**config.mk**
```make
export PLATFORM = sky130hd
export DESIGN_NAME = pic_ctrl
export DESIGN_NICKNAME = d
export VERILOG_FILES = /design/src/shared/pic_pkg.sv /design/src/rtl/pic_ctrl.sv /design/src/rtl/pic_prio.sv
export SDC_FILE = /design/constraint.sdc
export NUM_CORES = 1
export LEC_CHECK = 0
export BUFFER_PORTS_ARGS = -buffer_cell sky130_fd_sc_hd__buf_2
export CORE_UTILIZATION = 40
export DETAILED_ROUTE_END_ITERATION = 8
export PLACE_DENSITY = 0.68
export REMOVE_ABC_BUFFERS = 1
export SYNTH_ARGS = -nofsm -noshare
export SYNTH_HDL_FRONTEND = slang
export SYNTH_SLANG_ARGS = --single-unit
```
**constraint.sdc**
```tcl
create_clock -name clock -period 1.8 [get_ports clock]
set_input_delay 0.09 -clock clock [delete_from_list [all_inputs] [get_ports clock]]
set_output_delay 0.09 -clock clock [all_outputs]
set_load 0.01 [all_outputs]
```
**src/shared/pic_pkg.sv**
```systemverilog
/*
  Package of the prioritized interrupt controller: register indexes, field
  positions, reset values, timing counts, carrier structs and the vector function.
  Assumes it is compiled before every file of the controller.
*/
package pic_pkg;

  // ----------------------------------------------------------------
  // Register bus
  // ----------------------------------------------------------------
  localparam int unsigned AV_AW          = 9;
  // Register indexes; the byte address is four times the index
  localparam logic [6:0]  IDX_EN_LO      = 7'h3A;
  localparam logic [6:0]  IDX_EN_HI      = 7'h3B;
  localparam logic [6:0]  IDX_PEND_LO    = 7'h3C;
  localparam logic [6:0]  IDX_PEND_HI    = 7'h3D;
  localparam logic [6:0]  IDX_SELECT     = 7'h40;
  localparam logic [6:0]  IDX_STATUS     = 7'h41;

  // ----------------------------------------------------------------
  // Fields and reset values
  // ----------------------------------------------------------------
  localparam int unsigned MASK_BIT       = 0;
  localparam int unsigned SOFT_IDX       = 1;
  localparam int unsigned TRAP_IDX       = 2;
  localparam int unsigned WDOG_IDX       = 3;
  localparam int unsigned LVL_FIRST      = 4;
  localparam int unsigned LVL_LAST       = 15;
  localparam int unsigned SEL_L9         = 0;
  localparam int unsigned SEL_L14        = 1;
  localparam int unsigned SEL_L15        = 2;
  localparam int unsigned SEL_EXT0       = 3;
  localparam logic [7:0]  EN_LO_WMASK    = 8'hF1;
  localparam logic [15:0] PEND_MASK      = 16'hFFFC;
  localparam logic [15:0] EN_RESET       = 16'h0000;
  localparam logic [15:0] PEND_RESET     = 16'h0000;
  localparam logic [3:0]  SEL_RESET      = 4'h0;
  // Vector of index i is VEC_BASE minus two times i
  localparam logic [15:0] VEC_BASE       = 16'hFFFE;

  // ----------------------------------------------------------------
  // Timing
  // ----------------------------------------------------------------
  localparam int unsigned ACC_MCYC       = 8;
  localparam int unsigned PUSH_COUNT     = 3;
  localparam int unsigned MC_CLKS_DEF    = 4;

  // ----------------------------------------------------------------
  // Types
  // ----------------------------------------------------------------
  typedef enum logic {ST_IDLE, ST_ACCEPT} pic_fsm_type;
  typedef enum logic [1:0] {PUSH_PSW, PUSH_PCH, PUSH_PCL} pic_push_type;

  typedef struct packed {
    logic ext0;
    logic ext1;
    logic timebase;
    logic ext2;
    logic timer1;
    logic uart_rx;
    logic sync_serial;
    logic uart_tx;
    logic timer4;
    logic timer6;
    logic converter_done;
    logic ext3;
    logic timer3;
    logic ext5;
    logic timer5;
    logic address_trap;
    logic watchdog_irq;
  } pic_src_type;

  typedef struct packed {
    logic              read;
    logic              write;
    logic [AV_AW-1:0]  address;
    logic [31:0]       writedata;
    logic [3:0]        byteenable;
  } pic_av_req_type;

  typedef struct packed {
    logic        waitrequest;
    logic [31:0] readdata;
  } pic_av_rsp_type;

  typedef struct packed {
    logic sample;
    logic soft_trap;
    logic bad_opcode_trap;
    logic unmask_instr;
    logic mask_off_instr;
    logic ret_restore;
    logic ret_mask;
  } pic_cpu_in_type;

  typedef struct packed {
    logic         irq_req;
    logic         accept;
    logic [3:0]   accept_idx;
    logic         soft_ack;
    logic         push_valid;
    pic_push_type push_kind;
    logic         push_mask;
    logic         vec_valid;
    logic [15:0]  vector;
  } pic_cpu_out_type;

  typedef struct packed {
    pic_fsm_type     fsm;
    logic [7:0]      sub;
    logic [2:0]      mcyc;
    logic [15:0]     en;
    logic [15:0]     pend;
    logic [3:0]      sel;
    logic            saved_mask;
    pic_av_rsp_type  av;
    pic_cpu_out_type cpu;
  } pic_state_type;

  function automatic logic [15:0] pic_vector(input logic [3:0] idx);
    return VEC_BASE - {11'h000, idx, 1'b0};
  endfunction

endpackage
```
**src/rtl/pic_ctrl.sv**
```systemverilog
/*
  Prioritized interrupt controller: pending latches, enable register, source
  selection, acceptance sequence and an Avalon-MM register slave.
  Assumes the CPU sequencer pulses sample in the last cycle of each
  instruction, holds the two trap requests until soft_ack, and that all
  request sources run on the same clock as this block.

*/
`timescale 1ns/1ps
module pic_ctrl #(
  parameter int unsigned MC_CLKS = pic_pkg::MC_CLKS_DEF
) (
  // Clock and reset
  input  wire logic                     clock,
  input  wire logic                     resetn,
  // Register bus
  input  wire pic_pkg::pic_av_req_type  av_req,
  output pic_pkg::pic_av_rsp_type       av_rsp,
  // Request sources
  input  wire pic_pkg::pic_src_type     src,
  // CPU sequencer
  input  wire pic_pkg::pic_cpu_in_type  cpu_in,
  output pic_pkg::pic_cpu_out_type      cpu_out
);

  // ----------------------------------------------------------------
  // Parameters and checks
  // ----------------------------------------------------------------
  localparam int ACC_C = int'(pic_pkg::ACC_MCYC * MC_CLKS);
  localparam int MC_C  = int'(MC_CLKS);

  if (MC_CLKS < 1 || MC_CLKS > 255) begin : g_bad_mc
    $error("MC_CLKS must lie between 1 and 255");
  end

  // ----------------------------------------------------------------
  // Declarations
  // ----------------------------------------------------------------
  pic_pkg::pic_state_type st_r;
  pic_pkg::pic_state_type st_nxt;
  logic [15:0]            set_vec;
  logic [15:0]            clr_vec;
  logic [15:0]            en_n;
  logic [31:0]            rdata;
  logic [6:0]             reg_idx;
  logic                   av_on;
  logic                   av_wr;
  logic                   prio_valid;
  logic [3:0]             prio_idx;
  logic                   mask_q;
  logic [15:0]            pend_q;
  logic [15:0]            set_q;

  assign av_rsp  = st_r.av;
  assign cpu_out = st_r.cpu;

  // ----------------------------------------------------------------
  // Priority resolver
  // ----------------------------------------------------------------
  pic_prio u_prio (
    .pend     (st_r.pend),
    .en       (st_r.en),
    .ext0_en  (st_r.sel[pic_pkg::SEL_EXT0]),
    .soft_req (cpu_in.soft_trap | cpu_in.bad_opcode_trap),
    .valid    (prio_valid),
    .idx      (prio_idx)
  );

  // ----------------------------------------------------------------
  // Source to latch mapping
  // ----------------------------------------------------------------
  // Soft and bad-opcode traps have no latch: bits 1 and 0 stay zero
  always_comb begin
    set_vec     = 16'h0000;
    set_vec[2]  = src.address_trap;
    set_vec[3]  = src.watchdog_irq;
    set_vec[4]  = src.ext0;
    set_vec[5]  = src.ext1;
    set_vec[6]  = src.timebase;
    set_vec[7]  = src.ext2;
    set_vec[8]  = src.timer1;
    // An unselected source on a shared level is dropped, not held
    set_vec[9]  = st_r.sel[pic_pkg::SEL_L9]  ? src.sync_serial : src.uart_rx;
    set_vec[10] = src.uart_tx;
    set_vec[11] = src.timer4;
    set_vec[12] = src.timer6;
    set_vec[13] = src.converter_done;
    set_vec[14] = st_r.sel[pic_pkg::SEL_L14] ? src.timer3 : src.ext3;
    set_vec[15] = st_r.sel[pic_pkg::SEL_L15] ? src.timer5 : src.ext5;
  end

  // ----------------------------------------------------------------
  // Register read mux
  // ----------------------------------------------------------------
  assign reg_idx = av_req.address[pic_pkg::AV_AW-1:2];
  assign av_on   = av_req.read | av_req.write;
  assign av_wr   = av_req.write && !st_r.av.waitrequest && av_req.byteenable[0];

  always_comb begin
    rdata = 32'h0000_0000;
    case (reg_idx)
      pic_pkg::IDX_EN_LO:   rdata[7:0] = st_r.en[7:0];
      pic_pkg::IDX_EN_HI:   rdata[7:0] = st_r.en[15:8];
      pic_pkg::IDX_PEND_LO: rdata[7:0] = st_r.pend[7:0];
      pic_pkg::IDX_PEND_HI: rdata[7:0] = st_r.pend[15:8];
      pic_pkg::IDX_SELECT:  rdata[3:0] = st_r.sel;
      pic_pkg::IDX_STATUS:  rdata[7:0] = {st_r.cpu.accept_idx, 1'b0, st_r.cpu.irq_req,
                                          st_r.saved_mask, st_r.fsm == pic_pkg::ST_ACCEPT};
      default:              rdata = 32'h0000_0000;
    endcase
  end

  // ----------------------------------------------------------------
  // Next state
  // ----------------------------------------------------------------
  always_comb begin
    st_nxt                = st_r;
    st_nxt.cpu.accept     = 1'b0;
    st_nxt.cpu.soft_ack   = 1'b0;
    st_nxt.cpu.push_valid = 1'b0;
    st_nxt.cpu.vec_valid  = 1'b0;
    st_nxt.cpu.irq_req    = prio_valid;

    // Bus slave: one wait cycle, read data captured with the ready edge
    if (av_on && st_r.av.waitrequest) begin
      st_nxt.av.waitrequest = 1'b0;
      st_nxt.av.readdata    = rdata;
    end else begin
      st_nxt.av.waitrequest = 1'b1;
    end

    // Enable register: instructions, bus writes, then return restore
    en_n = st_r.en;
    if (cpu_in.unmask_instr) begin
      en_n[pic_pkg::MASK_BIT] = 1'b1;
    end
    if (cpu_in.mask_off_instr) begin
      en_n[pic_pkg::MASK_BIT] = 1'b0;
    end
    if (av_wr && reg_idx == pic_pkg::IDX_EN_LO) begin
      en_n[7:0] = av_req.writedata[7:0] & pic_pkg::EN_LO_WMASK;
    end
    if (av_wr && reg_idx == pic_pkg::IDX_EN_HI) begin
      en_n[15:8] = av_req.writedata[7:0];
    end
    if (cpu_in.ret_restore) begin
      en_n[pic_pkg::MASK_BIT] = cpu_in.ret_mask;
    end
    if (av_wr && reg_idx == pic_pkg::IDX_SELECT) begin
      st_nxt.sel = av_req.writedata[3:0];
    end

    // Latch clears: a zero written clears, a one leaves the latch alone
    clr_vec = 16'h0000;
    if (av_wr && reg_idx == pic_pkg::IDX_PEND_LO) begin
      clr_vec[7:0] = ~av_req.writedata[7:0];
    end
    if (av_wr && reg_idx == pic_pkg::IDX_PEND_HI) begin
      clr_vec[15:8] = ~av_req.writedata[7:0];
    end

    case (st_r.fsm)
      pic_pkg::ST_IDLE: begin
        // Only the last cycle of an instruction may start acceptance
        if (cpu_in.sample && prio_valid) begin
          st_nxt.fsm            = pic_pkg::ST_ACCEPT;
          st_nxt.sub            = 8'h00;
          st_nxt.mcyc           = 3'h0;
          st_nxt.saved_mask     = st_r.en[pic_pkg::MASK_BIT];
          st_nxt.cpu.push_mask  = st_r.en[pic_pkg::MASK_BIT];
          en_n[pic_pkg::MASK_BIT] = 1'b0;
          st_nxt.cpu.accept     = 1'b1;
          st_nxt.cpu.accept_idx = prio_idx;
          st_nxt.cpu.vector     = pic_pkg::pic_vector(prio_idx);
          st_nxt.cpu.soft_ack   = prio_idx == 4'(pic_pkg::SOFT_IDX);
          if (prio_idx >= 4'(pic_pkg::TRAP_IDX)) begin
            clr_vec[prio_idx] = 1'b1;
          end
        end
      end
      pic_pkg::ST_ACCEPT: begin
        // Eight machine cycles: three pushes, then the vector load
        if (st_r.sub == 8'(MC_CLKS - 1)) begin
          st_nxt.sub  = 8'h00;
          st_nxt.mcyc = st_r.mcyc + 3'h1;
          if (st_r.mcyc < 3'(pic_pkg::PUSH_COUNT)) begin
            st_nxt.cpu.push_valid = 1'b1;
            st_nxt.cpu.push_kind  = pic_pkg::pic_push_type'(st_r.mcyc[1:0]);
          end
          if (st_r.mcyc == 3'(pic_pkg::ACC_MCYC - 1)) begin
            st_nxt.cpu.vec_valid = 1'b1;
            st_nxt.fsm           = pic_pkg::ST_IDLE;
          end
        end else begin
          st_nxt.sub = st_r.sub + 8'h01;
        end
      end
      default: begin
        st_nxt.fsm = pic_pkg::ST_IDLE;
      end
    endcase

    st_nxt.en = en_n;
    // A request in the same cycle as its clear wins
    st_nxt.pend = ((st_r.pend & ~clr_vec) | set_vec) & pic_pkg::PEND_MASK;
  end

  // ----------------------------------------------------------------
  // State register
  // ----------------------------------------------------------------
  always_ff @(posedge clock) begin
    if (!resetn) begin
      st_r                <= '0;
      st_r.fsm            <= pic_pkg::ST_IDLE;
      st_r.en             <= pic_pkg::EN_RESET;
      st_r.pend           <= pic_pkg::PEND_RESET;
      st_r.sel            <= pic_pkg::SEL_RESET;
      st_r.av.waitrequest <= 1'b1;
    end else begin
      st_r <= st_nxt;
    end
  end

  // ----------------------------------------------------------------
  // Assertions
  // ----------------------------------------------------------------
  assign mask_q = st_r.en[pic_pkg::MASK_BIT];
  assign pend_q = st_r.pend;
  assign set_q  = set_vec;

  property p_reset_clear;
    @(posedge clock) !resetn |=> (pend_q == 16'h0000 && st_r.en == 16'h0000);
  endproperty
  a_reset_clear: assert property (p_reset_clear)
    else $error("reset left a latch or an enable set");

  property p_nmi_accept;
    @(posedge clock) disable iff (!resetn)
      (st_r.fsm == pic_pkg::ST_IDLE && cpu_in.sample && pend_q[3] && !mask_q)
      |=> st_r.cpu.accept;
  endproperty
  a_nmi_accept: assert property (p_nmi_accept)
    else $error("watchdog request not accepted while masked");

  property p_mask_gate;
    @(posedge clock) disable iff (!resetn)
      (st_r.cpu.accept && st_r.cpu.accept_idx >= 4'h4) |-> $past(mask_q);
  endproperty
  a_mask_gate: assert property (p_mask_gate)
    else $error("maskable request accepted with master mask low");

  property p_clear_accept;
    @(posedge clock) disable iff (!resetn)
      (st_r.cpu.accept && st_r.cpu.accept_idx >= 4'h2)
      |-> (pend_q & ~$past(set_q) & (16'h0001 << st_r.cpu.accept_idx)) == 16'h0000;
  endproperty
  a_clear_accept: assert property (p_clear_accept)
    else $error("accepted latch still set");

  property p_accept_len;
    @(posedge clock) disable iff (!resetn)
      st_r.cpu.accept |-> ##ACC_C st_r.cpu.vec_valid;
  endproperty
  a_accept_len: assert property (p_accept_len)
    else $error("vector load not at end of eighth machine cycle");

  property p_push_order;
    @(posedge clock) disable iff (!resetn)
      st_r.cpu.accept |->
        ##MC_C (st_r.cpu.push_valid && st_r.cpu.push_kind == pic_pkg::PUSH_PSW)
        ##MC_C (st_r.cpu.push_valid && st_r.cpu.push_kind == pic_pkg::PUSH_PCH)
        ##MC_C (st_r.cpu.push_valid && st_r.cpu.push_kind == pic_pkg::PUSH_PCL);
  endproperty
  a_push_order: assert property (p_push_order)
    else $error("push sequence out of order or timing");

  property p_save_mask;
    @(posedge clock) disable iff (!resetn)
      st_r.cpu.accept |-> (!mask_q && st_r.cpu.push_mask == $past(mask_q));
  endproperty
  a_save_mask: assert property (p_save_mask)
    else $error("master mask not saved and cleared on acceptance");

  property p_no_sw_set;
    @(posedge clock) disable iff (!resetn)
      (pend_q & ~$past(pend_q) & ~$past(set_q)) == 16'h0000;
  endproperty
  a_no_sw_set: assert property (p_no_sw_set)
    else $error("latch rose without a source request");

  property p_vector;
    @(posedge clock) disable iff (!resetn)
      (st_r.cpu.accept && st_r.cpu.accept_idx == 4'h4) |-> st_r.cpu.vector == 16'hFFF6;
  endproperty
  a_vector: assert property (p_vector)
    else $error("level 4 vector wrong");

endmodule

```
**src/rtl/pic_prio.sv**
```systemverilog
/*
  Priority resolver: picks the winning request from pending latches and enables.
  Assumes purely combinational use by the controller on the same clock.
*/
`timescale 1ns/1ps
module pic_prio (
  // Latches, enables and the soft trap request
  input  wire logic [15:0] pend,
  input  wire logic [15:0] en,
  input  wire logic        ext0_en,
  input  wire logic        soft_req,
  // Winner
  output logic             valid,
  output logic [3:0]       idx
);

  always_comb begin
    valid = 1'b0;
    idx   = 4'h0;
    // Walk from lowest priority so the highest enabled level is left standing
    for (int i = pic_pkg::LVL_LAST; i >= pic_pkg::LVL_FIRST; i--) begin
      if (en[pic_pkg::MASK_BIT] && en[i] && pend[i] &&
          (i != pic_pkg::LVL_FIRST || ext0_en)) begin
        valid = 1'b1;
        idx   = 4'(i);
      end
    end
    // Non-maskable sources override any maskable winner
    if (pend[pic_pkg::WDOG_IDX]) begin
      valid = 1'b1;
      idx   = 4'(pic_pkg::WDOG_IDX);
    end
    if (pend[pic_pkg::TRAP_IDX]) begin
      valid = 1'b1;
      idx   = 4'(pic_pkg::TRAP_IDX);
    end
    if (soft_req) begin
      valid = 1'b1;
      idx   = 4'(pic_pkg::SOFT_IDX);
    end
  end

endmodule

```
**Word-level counts from Yosys, hierarchy flattened**

Index checks and enable logic that the tools add are counted.
W data, S select, Z words.

- Bits in registers: 82
- Output and inout port bits: 61
- Logic and storage cells: 148

- Add/subtract/negate cells: 3
- Order comparisons: 4
- Equality and inequality tests: 11
- Muxes and demuxes: 58
- Bitwise gates (word level): 10
- Reduce and logical (&&, ||, !) cells: 42

Operators by type and width:

| kind | number |
|---|---|
| $mux W4 | 15 |
| $mux W16 | 3 |
| $logic_and A1 B1 Y1 | 35 |
| $or A16 B16 Y16 | 2 |
| $mux W1 | 29 |
| $eq A7 B6 Y1 const B | 4 |
| $mux W8 | 3 |
| $pmux W12 S2 | 1 |
| $pmux W4 S6 | 1 |
| $pmux W4 S5 | 1 |
| $and A16 B16 Y16 | 1 |
| $not A16 Y16 | 1 |
| $eq A7 B7 Y1 const B | 2 |
| $mux W12 | 1 |
| $add A8 B1 Y8 const B | 1 |
| $eq A8 B2 Y1 const B | 1 |
| $not A8 Y8 | 1 |
| $sub A2 B6 Y7 const A | 1 |
| $mux W3 | 2 |
| $mux W6 | 1 |
| $reduce_and A3 Y1 | 2 |
| $lt A4 B5 Y1 const B | 1 |
| $demux W1 S4 | 1 |
| $eq A4 B1 Y1 const B | 1 |
| 13 further kinds | 17 |

**Depth between registers and ports, before layout**

- Depth after elaboration: 28
- Depth in mapped cells: 7
- Gate-level depth less buffers: 6

**Cells and area by module**

A second synthesis with hierarchy kept.

- Cell total of the unflattened synthesis: 469
- Area, all modules: 3872.5 µm²

Modules (own cells, without submodules):

| module | times used | cells each | area each (µm²) |
|---|---|---|---|
| pic_ctrl | 1 | 429 | 3618.5 |
| pic_prio | 1 | 40 | 254.0 |

**Worst setup path after synthesis**

Ideal clock, no wire load.

- Kind: register to register
- From: register st_r[101] (netlist name)
- To: register st_r, in the netlist cpu_out[19]
- Arrival time: 1.703 ns
- Data required time: 1.681 ns
- Path slack: -0.021 ns
- Cell stages (with the launch flop): 6
- Cells stage by stage: dfxtp_1 > ha_1 > or4b_1 > nor4_1 > nand2b_1 > o221a_2

- Word-level cells in the longest chain between the ends: 2

RTL lines:

| item | line | RTL |
|---|---|---|
| from (decl) | pic_ctrl.sv:39 | `pic_pkg::pic_state_type st_r;` |
| from (signal assigned) | pic_ctrl.sv:220 | `st_r <= st_nxt;` |
| $eq A8 B2 Y1 | pic_ctrl.sv:183 | `if (st_r.sub == 8'(MC_CLKS - 1)) begin` |
| $reduce_and A3 Y1 (no source line) | n/a |  |

No other way between the ends.
A chain may end at the register's enable or synchronous reset.

**Final worst setup path**

- From: register st_r[102] (netlist name)
- To: register st_r, in the netlist cpu_out[18]

Same word-level chain as after synthesis.

==> flow_summary.toml <==
[worst_hold_path]
hold_path_class = "in -> reg"

[place]
dpl.hpwl_mm = 8.37
dp_cells = 660
port_buffers = 79
dpl_cell_area_mm2 = 0.00447
place_congestion = 0.901

[logic_synthesis]
synth_compound_area_share_pct = 26.6
synth.area.mux_share_pct = 4.43
ys_types = 65
yosys_register_bits = 69
yosys_warnings = 0
syn_inst = 452
post-synth-top-area-cell = "dfxtp_1"
syn_area_mm2 = 0.00396
yosysTopAreaCellShare_pct = 34.9
synth_ff_type = "dfxtp_1"
synth_xor_area_share_pct = 0
synth-simple-area-share_pct = 17.1
synth_top_family_by_area = "compound AO/OA/AOI/OAI gates"
ys_async_sr_fraction_pct = 0
synth_edf_count = 0
synth_area_leaders = "dfxtp_1 (35%), buf_4 (12%), nor2_1 (3.3%), mux2i_1 (3.3%), nand2_1 (3.0%)"
ys_seq_area_share_pct = 34.9
synth_fa_ha_area_share_pct = 0.949
syn_avg_cell_area_um2 = 8.75

[sta]
slew_viol_final = 0
final_hold_viol_count = 0
rsz0062_at_grt = "true"
setup_viol = 0
hold_ws_ns = 0.0138
fmax_mhz = 570
fin_skew_ns = 0.00978
timing.setup.tns_ns = 0
layout_min_cycle_time_ns = 1.76
timing.slew.headroom_pct = 61.0
tightest_slew_ns = 0.581
finalCritPeriodShare_pct = 97.5

[floorplan]
rows = 35
coreArea_mm2 = 0.00942
die-area_mm2 = 0.0103
io_pins = 134
die_x_um = 101
die_y_um = 101
start_util_pct = 42.0

[route]
initialDrtViolationCount = 300
wl_per_cell_um = 16.8
drt_wl_total_mm = 11.5
ant_nets = 0
via_per_inst = 5.60
num_vias = 3833
dr.pass1.iters = 6
drc_errors = 0

[setup_path]
endpoint_kind = "register"
crit_arrival_ns = 2.01
cp.required_ns = 2.05
cp_slowest_cell = "or4b_4"
path_buf_inv = 1
crit_chain = "ha_4 > or4b_4 > nor4_2 > buf_4 > nand2b_4 > o221a_2"
cpPeakStageDelay_ns = 0.49
crit_fanout = 5
crit_path_start_kind = "register"
crit_family = "simple AND/OR/NAND/NOR gates"
critical_path_class = "reg -> reg"

[global_route]
grt_util_met2_pct = 37.2
antenna_found_initial = 0
met3_usage_pct = 5.52
grt_pass1_vias = 3552
grt_max_degree = 37
busiest_layer = "met2"
met1_usage_pct = 28.4
grt_pass1_wl_mm = 17.7
grt_usage_pct = 22.4
overflow = 0

[layout]
layoutNonFillerInstCount = 684
n_antenna_cell = 0
final_area_mm2 = 0.00493
layout-drive-gt1-share_pct = 38.6
syn2layout_area_growth_pct = 24.5
fin_util_pct = 52.3
nNetsFinal = 626
fillers = 893

[power]
power_leakage_nw = 2.05
power_density_mw_per_mm2 = 725
vdd_drop_max_mv = 0.339

[clock_network]
clock_tree.buffer_depth = 2
cts-htree-levels = 3
cts_root_buf = "clkbuf_8"
clk_pin_slew_ns = 0.08
numCtsBuffers = 9
cts_tree = "done"
cts_sinks = 69
clk_latency_ns = 0.36

[outcome]
status = "complete, no violations"

[flow_run]
maxCapViolCount = 0
[what timing repair did]
| action | CTS | global route |
|---|---|---|
| endpoints found under the setup margin | 18 | 33 |
| gates cloned | 0 | 1 |
| pin swaps | 2 | 2 |
| resized for setup | 14 | 19 |
| buffers inserted | 0 | 1 |
| hold buffers | 6 | 0 |
| endpoints found under the hold margin | 5 | 0 |
[logic make-up (layout without fill, tap and decap cells)]
| logic type | count (synthesis) | count (layout) |
|---|---|---|
| AOI/OAI and AO/OA | 141 | 142 |
| muxes | 17 | 17 |
| buffers and inverters | 94 | 172 |
| and+or+nand+nor | 127 | 127 |
| DFF | 69 | 69 |
| other | 1 | 25 |
| adders and majority gates | 3 | 3 |
[state kept, by name (all words and copies together) (netlist names)]
register and cells:
cpu_out 17, av_rsp 9, mask_q 1, pend_q 14, st_r 28
[path summary, 6_finish.rpt]
kind	start	end	slack (ns)	cells past startpoint
worst max-delay path	st_r[102]	cpu_out[18]	0.04	6
worst min-delay path	src[15]	pend_q[5]	0.01	3
worst min register to register	av_rsp[2]	av_rsp[2]	0.46	2
worst max register to register	st_r[102]	cpu_out[18]	0.04	6
[per-layer routing]
layer	vias to the layer above	wire [um]	part of all wire, %
met5	-	0	0
met4	0	199	1.7
li1	1798	-	-
met2	201	5420	47
met3	20	821	7.1
met1	1814	5040	44
[worst reg2reg max path, cell delays in order (launching register included)]
cell      delay [ns]
dfxtp_2         0.36
ha_4            0.14
or4b_4          0.50
nor4_2          0.15
buf_4           0.17
nand2b_4        0.07
o221a_2         0.27
[synth_stat cells (all sizes together), types with 3 or more instances]
cell type / instances
and3: 6
nor3: 5
nand2b: 4
a31o: 8
nand3b: 4
a222oi: 7
o21ai: 20
dfxtp: 69
o31ai: 4
nand2: 32
a32o: 3
a311oi: 6
and2: 3
nand4: 3
nor2b: 5
o21a: 15
mux2i: 13
mux2: 4
nand3: 13
a21oi: 18
a211oi: 8
clkbuf: 12
nor4: 3
nor2: 35
a221oi: 8
a31oi: 17
ha: 3
a22oi: 6
buf: 71
a41oi: 3
or2: 4
inv: 9
[final cells by class]
type / instances / area, um^2 / area share, %
clock buffer: 9 / 124 / 2.51
clock inverter: 7 / 97.6 / 1.98
inverter: 10 / 37.5 / 0.762
multi-input combinational: 314 / 2190 / 44.5
sequential: 69 / 1390 / 28.1
tap: 129 / 161 / 3.28
timing repair buffer: 146 / 926 / 18.8
[layout by cell type, fill, tap and decap left out, types with 4 or more instances in the layout]
master         instances
a31o_2                 7
buf_4                 60
dfxtp_2                4
inv_1                  9
o21a_1                14
a22oi_2                4
a221oi_1               7
a21oi_1               18
mux2i_1               13
buf_2                 79
nand3_1               13
a211oi_1               8
and3_1                 5
clkbuf_8               9
conb_1                25
dlygate4sd3_1          6
nor3_1                 4
dfxtp_1               65
a222oi_1               7
a31oi_1               14
nand2_1               32
mux2_2                 4
o21ai_1                5
o21ai_0               15
nand3b_1               4
nor2b_1                5
a311oi_2               6
nor2_1                34
[report_power, final]
| part | leakage [nW] | internal (mW) | switching, mW |
|---|---|---|---|
| clock network | 0.106 | 0.787 | 0.650 |
| registers | 0.565 | 1.58 | 0.0479 |
| logic | 1.38 | 0.224 | 0.286 |
| total | 2.05 | 2.59 | 0.985 |
[per-stage QoR]
stage          setup WS, ns  power (mW)
2_1_floorplan        -0.387        1.87
3_3_place_gp        -0.0275        2.12
3_5_place_dp        -0.0670        2.12
4_1_cts            -0.00139        3.57
5_1_grt             -0.0185        3.71
6_report             0.0448        3.57
No activity file was read; power rests on OpenSTA's default activity.
